`config.mk`:
```
export PLATFORM = sky130hd
export DESIGN_NAME = pmseq_top
export DESIGN_NICKNAME = d
export VERILOG_FILES = /design/src/rtl/pmseq_pkg.sv /design/src/rtl/pmseq_top.sv
export SDC_FILE = /design/constraint.sdc
export NUM_CORES = 1
export LEC_CHECK = 0
export BUFFER_PORTS_ARGS = -buffer_cell sky130_fd_sc_hd__buf_2
export CORE_AREA = 8 8 148 150
export DETAILED_ROUTE_END_ITERATION = 10
export DIE_AREA = 0 0 156 158
export PLACE_DENSITY_LB_ADDON = 0.12
export SYNTH_ARGS = -nofsm -noshare
export SYNTH_HDL_FRONTEND = slang
export SYNTH_SLANG_ARGS = --single-unit
```
`constraint.sdc`:
```
create_clock -name clk -period 2.9 [get_ports clk]
set_input_delay 0.435 -clock clk [delete_from_list [all_inputs] [get_ports clk]]
set_output_delay 0.435 -clock clk [all_outputs]
set_load 0.01 [all_outputs]
```
`src/rtl/pmseq_pkg.sv`:
```
// package for the pressure sensor mode sequencer: offsets, fields, modes and timing
package pmseq_pkg;
    // register indices, each one word
    localparam logic [3:0] ADDR_STATUS  = 4'h0; // startup-done, clears on read
    localparam logic [3:0] ADDR_PWR     = 4'h1; // power_control_word
    localparam logic [3:0] ADDR_OSR     = 4'h2; // oversampling register
    localparam logic [3:0] ADDR_ODR     = 4'h3; // output rate prescaler select
    localparam logic [3:0] ADDR_CONFIG  = 4'h4; // iir coefficient
    localparam logic [3:0] ADDR_PRESS   = 4'h5; // pressure result
    localparam logic [3:0] ADDR_TEMP    = 4'h6; // temperature result
    localparam logic [3:0] ADDR_MSTAT   = 4'h7; // live mode and busy
    // field positions
    localparam int PWR_PRESS_EN_BIT = 0;
    localparam int PWR_TEMP_EN_BIT  = 1;
    localparam int PWR_MODE_LSB     = 4;
    localparam int OSR_P_LSB        = 0;
    localparam int OSR_T_LSB        = 3;
    localparam int STAT_POR_BIT     = 0;
    // reset values
    localparam logic [7:0] PWR_RST    = 8'h00;
    localparam logic [7:0] OSR_RST    = 8'h02;
    localparam logic [7:0] ODR_RST    = 8'h00;
    localparam logic [6:0] CONFIG_RST = 7'h00;
    localparam logic [2:0] OSR_MAX    = 3'h5;
    localparam logic [6:0] IIR_MAX    = 7'h7f;
    // timing
    localparam int CLK_HZ        = 125_000_000;
    localparam int BASE_RATE_HZ  = 200;
    localparam int BASE_TICK_CYC = CLK_HZ / BASE_RATE_HZ;
    localparam int CONV_SAMPLE_CYC = 16; // cycles per single conversion sample
    // mode field encodings
    localparam logic [1:0] MODE_SLEEP  = 2'h0;
    localparam logic [1:0] MODE_NORMAL = 2'h3;
    typedef enum logic [1:0] {
        PMSEQ_SLEEP  = 2'b00,
        PMSEQ_FORCED = 2'b01,
        PMSEQ_NORMAL = 2'b11
    } pmseq_mode_e;
    typedef enum logic [1:0] {
        PMSEQ_IDLE  = 2'b00,
        PMSEQ_TCONV = 2'b01,
        PMSEQ_PCONV = 2'b10,
        PMSEQ_DONE  = 2'b11
    } pmseq_meas_e;
    // register bus request
    typedef struct packed {
        logic       wr;
        logic       rd;
        logic [3:0] addr;
        logic [31:0] wdata;
    } pmseq_bus_s;
    // result hand-off to the iir filter
    typedef struct packed {
        logic        valid;
        logic        iir_reset;
        logic [23:0] press;
        logic [23:0] temp;
    } pmseq_res_s;
endpackage : pmseq_pkg

```
`src/rtl/pmseq_top.sv`:
```
// pressure sensor power-mode and measurement sequencer with register port
//
// The implementer's own choices: the address-and-strobe port and the placing of the registers.
`timescale 1ns/1ps
module pmseq_top import pmseq_pkg::*; #(
    parameter int BASE_TICK = BASE_TICK_CYC // cycles per 200 hz base tick
) (
    input  wire logic        clk,       // 125 mhz clock
    input  wire logic        nrst,      // async reset, active low
    input  wire logic        wr,        // register write strobe
    input  wire logic        rd,        // register read strobe
    input  wire logic [3:0]  addr,      // register index
    input  wire logic [31:0] wdata,     // write data
    input  wire logic [23:0] adc_press, // raw pressure sample
    input  wire logic [23:0] adc_temp,  // raw temperature sample
    output logic [31:0]      rdata,     // read data, cycle after rd
    output pmseq_res_s       res,       // result hand-off to iir
    output logic [6:0]       iir_coef   // filter coefficient, 0 bypasses
);
    // count width covers the base tick and the longest conversion (x32 samples);
    // a short simulation tick must not shrink the conversion counter
    localparam int TW = $clog2(((BASE_TICK > (1 << OSR_MAX) * CONV_SAMPLE_CYC) ?
                                BASE_TICK : (1 << OSR_MAX) * CONV_SAMPLE_CYC) + 1) + 1;

    // samples for an oversampling code, codes above 5 clamp to 32
    function automatic logic [6:0] osr_samples(input logic [2:0] code);
        logic [2:0] c;
        c = (code > OSR_MAX) ? OSR_MAX : code;
        osr_samples = 7'h01 << c;
    endfunction : osr_samples

    // result width: 16 bits plus one per doubling, 24 at x32 with coefficient 3 or more
    function automatic logic [4:0] res_bits(input logic [2:0] code, input logic [6:0] coef);
        logic [2:0] c;
        c = (code > OSR_MAX) ? OSR_MAX : code;
        if (c == OSR_MAX && coef >= 7'h03)
            res_bits = 5'h18;
        else
            res_bits = 5'h10 + {2'h0, c};
    endfunction : res_bits

    // keep the top bits of a raw sample, the rest zero
    function automatic logic [23:0] trim(input logic [23:0] raw, input logic [4:0] bits);
        logic [23:0] mask;
        mask = ~(24'hffffff >> bits);
        trim = raw & mask;
    endfunction : trim

    pmseq_bus_s bus; // grouped bus request
    assign bus = '{wr: wr, rd: rd, addr: addr, wdata: wdata};

    // register state
    logic        press_en, next_press_en;     // pressure enable
    logic        temp_en, next_temp_en;       // temperature enable
    logic [1:0]  mode_req, next_mode_req;     // last written mode field
    logic [2:0]  osr_p, next_osr_p;           // pressure oversampling
    logic [2:0]  osr_t, next_osr_t;           // temperature oversampling
    logic [4:0]  odr_sel, next_odr_sel;       // prescaler exponent
    logic [6:0]  coef, next_coef;             // iir coefficient
    logic        por_done, next_por_done;     // startup-done flag
    logic [31:0] next_rdata;                  // read mux
    // sequencer state
    pmseq_mode_e mode, next_mode;             // active mode
    pmseq_meas_e meas, next_meas;             // measurement step
    logic        pend, next_pend;             // deferred change held
    pmseq_mode_e pend_mode, next_pend_mode;   // the held mode
    logic [TW-1:0] conv_cnt, next_conv_cnt;   // conversion cycles left
    logic [TW-1:0] tick_cnt, next_tick_cnt;   // base tick divider
    logic [31:0]  per_cnt, next_per_cnt;      // base ticks left in period
    logic [23:0]  press_q, next_press_q;      // pressure result
    logic [23:0]  temp_q, next_temp_q;        // temperature result
    logic         res_v, next_res_v;          // one-cycle result strobe
    logic         iir_rst, next_iir_rst;      // filter reset request
    logic         tick;                        // 200 hz enable pulse
    logic         busy;                        // measurement running
    logic         mode_wr;                     // mode command this cycle
    pmseq_mode_e  cmd_mode;                    // decoded command

    assign busy    = (meas != PMSEQ_IDLE);
    assign mode_wr = bus.wr && bus.addr == ADDR_PWR;
    assign tick    = (tick_cnt == '0);

    // decode the commanded mode from write data
    always_comb begin
        case (bus.wdata[PWR_MODE_LSB +: 2])
            MODE_SLEEP:  cmd_mode = PMSEQ_SLEEP;
            MODE_NORMAL: cmd_mode = PMSEQ_NORMAL;
            default:     cmd_mode = PMSEQ_FORCED; // both 01 and 10
        endcase
    end

    // legal transitions: forced and normal only via sleep
    function automatic logic legal(input pmseq_mode_e from, input pmseq_mode_e to);
        legal = (from == PMSEQ_SLEEP) || (to == PMSEQ_SLEEP) || (from == to);
    endfunction : legal

    // register file next values; reads never stall the bus
    always_comb begin
        next_press_en = press_en;
        next_temp_en  = temp_en;
        next_mode_req = mode_req;
        next_osr_p    = osr_p;
        next_osr_t    = osr_t;
        next_odr_sel  = odr_sel;
        next_coef     = coef;
        next_por_done = por_done;
        next_rdata    = 32'h0;
        if (bus.wr) begin
            case (bus.addr)
                ADDR_PWR: begin
                    next_press_en = bus.wdata[PWR_PRESS_EN_BIT];
                    next_temp_en  = bus.wdata[PWR_TEMP_EN_BIT];
                    next_mode_req = bus.wdata[PWR_MODE_LSB +: 2];
                end
                ADDR_OSR: begin
                    next_osr_p = bus.wdata[OSR_P_LSB +: 3];
                    next_osr_t = bus.wdata[OSR_T_LSB +: 3];
                end
                ADDR_ODR:    next_odr_sel = bus.wdata[4:0];
                ADDR_CONFIG: next_coef = bus.wdata[6:0];
                default: ;                               // read-only or unmapped
            endcase
        end
        if (bus.rd) begin
            case (bus.addr)
                ADDR_STATUS: begin
                    next_rdata[STAT_POR_BIT] = por_done;
                    next_por_done = 1'b0; // read clears
                end
                ADDR_PWR: next_rdata[7:0] = {2'h0, mode_req, 2'h0, temp_en, press_en};
                ADDR_OSR: next_rdata[7:0] = {2'h0, osr_t, osr_p};
                ADDR_ODR: next_rdata[7:0] = {3'h0, odr_sel};
                ADDR_CONFIG: next_rdata[6:0] = coef;
                ADDR_PRESS:  next_rdata[23:0] = press_q;
                ADDR_TEMP:   next_rdata[23:0] = temp_q;
                ADDR_MSTAT:  next_rdata[3:0] = {pend, busy, mode};
                default: next_rdata = 32'h0; // unmapped reads zero
            endcase
        end
    end

    // register file flops; reset restores defaults and flags startup done
    always_ff @(posedge clk or negedge nrst) begin
        if (!nrst) begin
            press_en <= PWR_RST[PWR_PRESS_EN_BIT];
            temp_en  <= PWR_RST[PWR_TEMP_EN_BIT];
            mode_req <= MODE_SLEEP;
            osr_p    <= OSR_RST[2:0];
            osr_t    <= OSR_RST[5:3];
            odr_sel  <= ODR_RST[4:0];
            coef     <= CONFIG_RST;
            por_done <= 1'b1;
            rdata    <= 32'h0;
        end else begin
            press_en <= next_press_en;
            temp_en  <= next_temp_en;
            mode_req <= next_mode_req;
            osr_p    <= next_osr_p;
            osr_t    <= next_osr_t;
            odr_sel  <= next_odr_sel;
            coef     <= next_coef;
            por_done <= next_por_done;
            rdata    <= next_rdata;
        end
    end

    // mode and measurement sequencer
    always_comb begin
        next_mode      = mode;
        next_meas      = meas;
        next_pend      = pend;
        next_pend_mode = pend_mode;
        next_conv_cnt  = conv_cnt;
        next_tick_cnt  = tick ? TW'(BASE_TICK - 1) : tick_cnt - 1'b1; // base divider
        next_per_cnt   = per_cnt;
        next_press_q   = press_q;
        next_temp_q    = temp_q;
        next_res_v     = 1'b0;
        next_iir_rst   = 1'b0;
        // enable falling from 1 to 0 resets the filter
        if ((press_en && !next_press_en) || (temp_en && !next_temp_en))
            next_iir_rst = 1'b1;
        // mode commands: deferred while busy, one pending at most
        if (mode_wr && legal(mode, cmd_mode)) begin
            if (busy) begin
                if (!pend) begin
                    next_pend      = 1'b1;
                    next_pend_mode = cmd_mode;
                end
            end else begin
                next_mode = cmd_mode;
                if (mode == PMSEQ_SLEEP && cmd_mode == PMSEQ_NORMAL)
                    next_iir_rst = 1'b1;
                if (cmd_mode != PMSEQ_SLEEP) begin
                    next_meas    = PMSEQ_TCONV; // start at once
                    next_conv_cnt = TW'(osr_samples(osr_t)) * TW'(CONV_SAMPLE_CYC);
                    next_per_cnt = 32'h1 << odr_sel;
                    next_tick_cnt = TW'(BASE_TICK - 1); // first period counts from this start
                end
            end
        end
        // standby countdown in normal mode, one step per base tick
        // a sleep command in this cycle wins, so no conversion starts in sleep
        if (mode == PMSEQ_NORMAL && next_mode == PMSEQ_NORMAL && !busy && tick) begin
            if (per_cnt <= 32'h1) begin
                next_meas     = PMSEQ_TCONV;
                next_conv_cnt = TW'(osr_samples(osr_t)) * TW'(CONV_SAMPLE_CYC);
                next_per_cnt  = 32'h1 << odr_sel; // prescaler ticks of 5 ms
            end else
                next_per_cnt = per_cnt - 32'h1;
        end else if (mode == PMSEQ_NORMAL && busy && tick && per_cnt > 32'h1)
            next_per_cnt = per_cnt - 32'h1;
        case (meas)
            PMSEQ_IDLE: ; // sleep does nothing here
            PMSEQ_TCONV: begin // temperature first
                if (!temp_en || conv_cnt <= TW'(1)) begin // skip when disabled
                    if (temp_en)
                        next_temp_q = trim(adc_temp, res_bits(osr_t, coef));
                    next_meas     = PMSEQ_PCONV;
                    next_conv_cnt = TW'(osr_samples(osr_p)) * TW'(CONV_SAMPLE_CYC);
                end else
                    next_conv_cnt = conv_cnt - 1'b1;
            end
            PMSEQ_PCONV: begin
                if (!press_en || conv_cnt <= TW'(1)) begin // skip when disabled
                    if (press_en)
                        next_press_q = trim(adc_press, res_bits(osr_p, coef));
                    next_meas = PMSEQ_DONE;
                end else
                    next_conv_cnt = conv_cnt - 1'b1;
            end
            PMSEQ_DONE: begin
                next_res_v = 1'b1; // hand results to filter
                next_meas  = PMSEQ_IDLE;
                if (mode == PMSEQ_FORCED)
                    next_mode = PMSEQ_SLEEP; // back to sleep alone
                // a command taken in this very cycle is applied here as well, never left stranded
                if (next_pend) begin
                    next_mode = next_pend_mode; // apply at measurement end
                    next_pend = 1'b0;
                    if (mode != PMSEQ_NORMAL && next_pend_mode == PMSEQ_NORMAL)
                        next_iir_rst = 1'b1;
                    if (next_pend_mode == PMSEQ_FORCED ||
                        (next_pend_mode == PMSEQ_NORMAL && mode != PMSEQ_NORMAL)) begin
                        next_meas     = PMSEQ_TCONV;
                        next_conv_cnt = TW'(osr_samples(osr_t)) * TW'(CONV_SAMPLE_CYC);
                        next_per_cnt  = 32'h1 << odr_sel;
                        next_tick_cnt = TW'(BASE_TICK - 1);
                    end
                end
            end
            default: next_meas = PMSEQ_IDLE;
        endcase
    end

    // sequencer flops
    always_ff @(posedge clk or negedge nrst) begin
        if (!nrst) begin
            mode      <= PMSEQ_SLEEP;
            meas      <= PMSEQ_IDLE;
            pend      <= 1'b0;
            pend_mode <= PMSEQ_SLEEP;
            conv_cnt  <= '0;
            tick_cnt  <= '0;
            per_cnt   <= 32'h0;
            press_q   <= 24'h0;
            temp_q    <= 24'h0;
            res_v     <= 1'b0;
            iir_rst   <= 1'b0;
        end else begin
            mode      <= next_mode;
            meas      <= next_meas;
            pend      <= next_pend;
            pend_mode <= next_pend_mode;
            conv_cnt  <= next_conv_cnt;
            tick_cnt  <= next_tick_cnt;
            per_cnt   <= next_per_cnt;
            press_q   <= next_press_q;
            temp_q    <= next_temp_q;
            res_v     <= next_res_v;
            iir_rst   <= next_iir_rst;
        end
    end

    assign res      = '{valid: res_v, iir_reset: iir_rst, press: press_q, temp: temp_q};
    assign iir_coef = coef;

    // assertions
    property p_sleep_idle;
        @(posedge clk) disable iff (!nrst) (mode == PMSEQ_SLEEP && !busy) |=> !res_v;
    endproperty
    a_sleep_idle: assert property (p_sleep_idle) else $error("result in sleep");
    property p_forced_back;
        @(posedge clk) disable iff (!nrst) (meas == PMSEQ_DONE && mode == PMSEQ_FORCED && !pend && !mode_wr)
            |=> mode == PMSEQ_SLEEP;
    endproperty
    a_forced_back: assert property (p_forced_back) else $error("forced did not return");
    property p_defer;
        @(posedge clk) disable iff (!nrst) (busy && meas != PMSEQ_DONE) |=> mode == $past(mode);
    endproperty
    a_defer: assert property (p_defer) else $error("mode changed mid measurement");
    property p_one_pend;
        @(posedge clk) disable iff (!nrst) (pend && meas != PMSEQ_DONE) |=> pend_mode == $past(pend_mode);
    endproperty
    a_one_pend: assert property (p_one_pend) else $error("pending mode overwritten");
    property p_no_cross;
        @(posedge clk) disable iff (!nrst) (mode == PMSEQ_NORMAL) |=> mode != PMSEQ_FORCED;
    endproperty
    a_no_cross: assert property (p_no_cross) else $error("normal to forced");
    property p_por_clear;
        @(posedge clk) disable iff (!nrst) (rd && addr == ADDR_STATUS) |=> !por_done;
    endproperty
    a_por_clear: assert property (p_por_clear) else $error("startup flag kept");
    property p_order;
        @(posedge clk) disable iff (!nrst) (meas == PMSEQ_PCONV) |-> $past(meas) != PMSEQ_IDLE;
    endproperty
    a_order: assert property (p_order) else $error("pressure before temperature");
    property p_iir_norm;
        @(posedge clk) disable iff (!nrst) ($past(mode) == PMSEQ_SLEEP && mode == PMSEQ_NORMAL) |-> iir_rst;
    endproperty
    a_iir_norm: assert property (p_iir_norm) else $error("no filter reset");
    c_forced: cover property (@(posedge clk) disable iff (!nrst) mode == PMSEQ_FORCED ##[1:900] res_v);
    c_normal: cover property (@(posedge clk) disable iff (!nrst) mode == PMSEQ_NORMAL && res_v);
    c_pend:   cover property (@(posedge clk) disable iff (!nrst) pend && meas == PMSEQ_DONE);
endmodule : pmseq_top

```
==> results.md <==
- Outcome: completed
- Total negative slack: 0 ns
- Cell Count, Final, Fillers Out: 1476
- Core outline area: 19700 um2
- Yosys Warn Count: 0
- First-pass GRT wire length: 45600 um
- Starting Density: 48.5%
- Worst Min Path Start: adc_press[14]
- Final worst setup slack: 0.130 ns
- Routability cong.: 0.919
- Post-synth top cells: 176 x dfrtp_1, 99 x nand2_1, 93 x nor2_1
- Most numerous cell in the Yosys netlist: dfrtp_1
- Post-CTS Setup Bufs: 0
- CTS tree: built
- Synth area leader: dfrtp_1
- TritonCTS buffer count: 17
- Syn Area/Cell: 9.47 um2
- Critical path type: flop to flop
- WHS Path Cells: 2
- Clock latency at the later pin of the worst-skew pair: 0.44 ns
- PortBufs: 143
- Worst r2r src: tick_cnt[0]$_DFF_PN0_
- VDD IR max: 0.000477 V
- Synth cell types: 73
- Max Cap Violations: 0
- Final wirelength: 28300 um
- Final hold viol count: 0
- Worst-Margin Slew: 0.778 ns
- Pwr per Cell Area: 867 nW/um2
- Seq/Total Area, Yosys: 46.6%
- Placed instance count: 1442
- Post-synth EDFFs: 0
- Post-route DRC: 0
- Root buf cell: clkbuf_16
- Fin crit period: 2.77 ns
- H-tree depth: 4
- Critical path origin: tick_cnt[0]$_DFF_PN0_
- Synth top area share: 46.1%
- Max-slew violation count: 0
- Mapped cell area: 9560 um2
- Max_slew headroom: 47.6%
- Initial antenna violation count: 1
- R2R depth: 9
- Post-DR wirelength/cell: 19.2 um
- I/O Pins: 177
- Top cells by area, synth: dfrtp_1 46%, mux2_2 6.0%, nand2_1 3.9%
- Die height: 158 um
- Total die area: 24600 um2
- Asr flop ratio synth: 100%
- DR iter-0 viols: 551
- Largest net degree at the start of global routing: 71
- All-Layer GR Usage: 23.6%
- Final ANT Viol Nets: 0
- Pre-CTS setup slack: -0.243 ns
- Vias: 8469
- Fmax: 0.361 GHz
- DP HPWL: 20500 um
- Vias in the first global route: 8400
- CTS Buffer Depth: 2
- Nets: 1285
- Drt via density: 5.74
- Tcrit/Tclk final: 95.5%
- Clk pin slew, worst setup/hold paths: 0.08 ns
- Critical path arrival: 3.12 ns
- Setup Skew: 0.0132 ns
- Tightest Hold Check Type: input port to flop
- Worst Path Max Fanout: 4
- Grt total ovfl: 0
- FP Rows: 52
- Final setup fails: 0
- Worst EP required: 3.25 ns
- Crit end category: flop
- Cells after Synth: 1010
- Layout area overhead: 22.0%
- Leakage: 5.15 nW
- Detailed Routing Iterations Pass 1: 5
- Register bit total from synthesis: 178
- Startpoint types: flop
- Main synth FF type: dfrtp_1
- Share of layout cells above drive strength 1: 28.0%
- Die Wd: 156 um
- # clock sinks: 178
[per-stage QoR]
step / util (%) / area, um2 / power [W] / hold WS, ns
after floorplan: - / 9600 / 0.00622 / 0.139
after global placement: 55.9 / 11000 / 0.00769 / 0.441
after detailed placement: 55.9 / 11000 / 0.00777 / 0.445
after CTS: 59.1 / 11600 / 0.0101 / 0.201
after global routing: 59.2 / 11700 / 0.0108 / 0.204
final: 59.2 / 11700 / 0.0101 / 0.224
[flip-flops by register name (all words and copies together) (netlist names), 2 cells and up]
register	count
conv_cnt	21
iir_coef	7
meas	2
mode	2
mode_req	2
odr_sel	5
osr_p	3
osr_t	3
pend_mode	2
per_cnt	32
press_q	24
rdata	24
temp_q	24
tick_cnt	21
[cell usage in the layout, fill, tap and decap left out, types with 12 or more instances in the layout]
cell type / synthesis / routed
nand2b_1: 17 / 17
a22oi_1: 23 / 23
mux2_2: 51 / 51
nor2b_1: 31 / 30
buf_2: 5 / 142
nand3_1: 18 / 18
nor2_1: 93 / 92
nor3_1: 31 / 30
a21oi_1: 35 / 35
inv_1: 22 / 22
xnor2_1: 22 / 22
or4_1: 13 / 12
or3_1: 18 / 18
clkbuf_16: 0 / 17
nand2_1: 99 / 99
o22ai_1: 32 / 32
nor4_1: 21 / 19
buf_4: 10 / 70
o21ai_0: 60 / 60
mux2i_1: 17 / 17
dfrtp_1: 176 / 176
[what timing repair did]
item                                    4_1_cts  5_1_grt
hold buffers                                  1        0
endpoints found under the setup margin        0       34
gates resized for setup                       0        7
hold endpoints to repair                     49        0
[critical path: stages (launching register included)]
cell and delay, ns:
dfrtp_1 0.42, inv_1 0.07, ha_1 0.22, nor2b_2 0.20
nand4_1 0.17, or4_4 0.56, or2_2 0.32, or4_1 0.47
o31a_1 0.12, o22ai_1 0.13
[where the power goes]
group          internal [W]  switching [W]
sequential          0.00320       0.000751
clock               0.00119        0.00113
combinational       0.00173        0.00211
total               0.00612        0.00400
[layout make-up]
type                       count  area, um2
antenna                        1       2.50
clock buffer                  19        443
clock inverter                13        163
fill                        1732       8040
inverter                      22       82.6
multi-input combinational    752       4790
sequential                   178       4460
tap                          270        338
timing repair buffer         221       1400
[logic make-up (layout without fill, tap and decap cells)]
kind of cell             count (synthesis)  count (layout)  synth area share [%]
AO/OA/AOI/OAI                          242             242                  16.7
XOR/XNOR                                33              33                  3.02
adder cells (fa/ha/maj)                  6               6                 0.759
buffers and inverters                   87             275                  4.11
flip-flops                             178             178                  46.6
multiplexers                            69              69                  8.02
other                                    1               9                0.0392
AND/OR/NAND/NOR                        394             394                  20.8
[metal layers]
metal	GRT usage, %	wire (um)	vias up
met1	30.3	12100	4094
met5	0	0	-
met4	7.62	577	0
met3	5.84	1880	43
li1	-	-	4021
met2	38.6	13800	311
[path summary, 6_finish.rpt]
kind	to	slack, ns
min in group asynchronous	per_cnt[0]$_DFF_PN0_	0.53
max	per_cnt[16]$_DFF_PN0_	0.13
max in group asynchronous	por_done$_DFFE_PN1P_	1.58
min	press_q[14]$_DFFE_PN0P_	0.22
min reg2reg	por_done$_DFFE_PN1P_	0.49
max reg2reg	per_cnt[16]$_DFF_PN0_	0.13
Power figures use the tool's default switching activity.
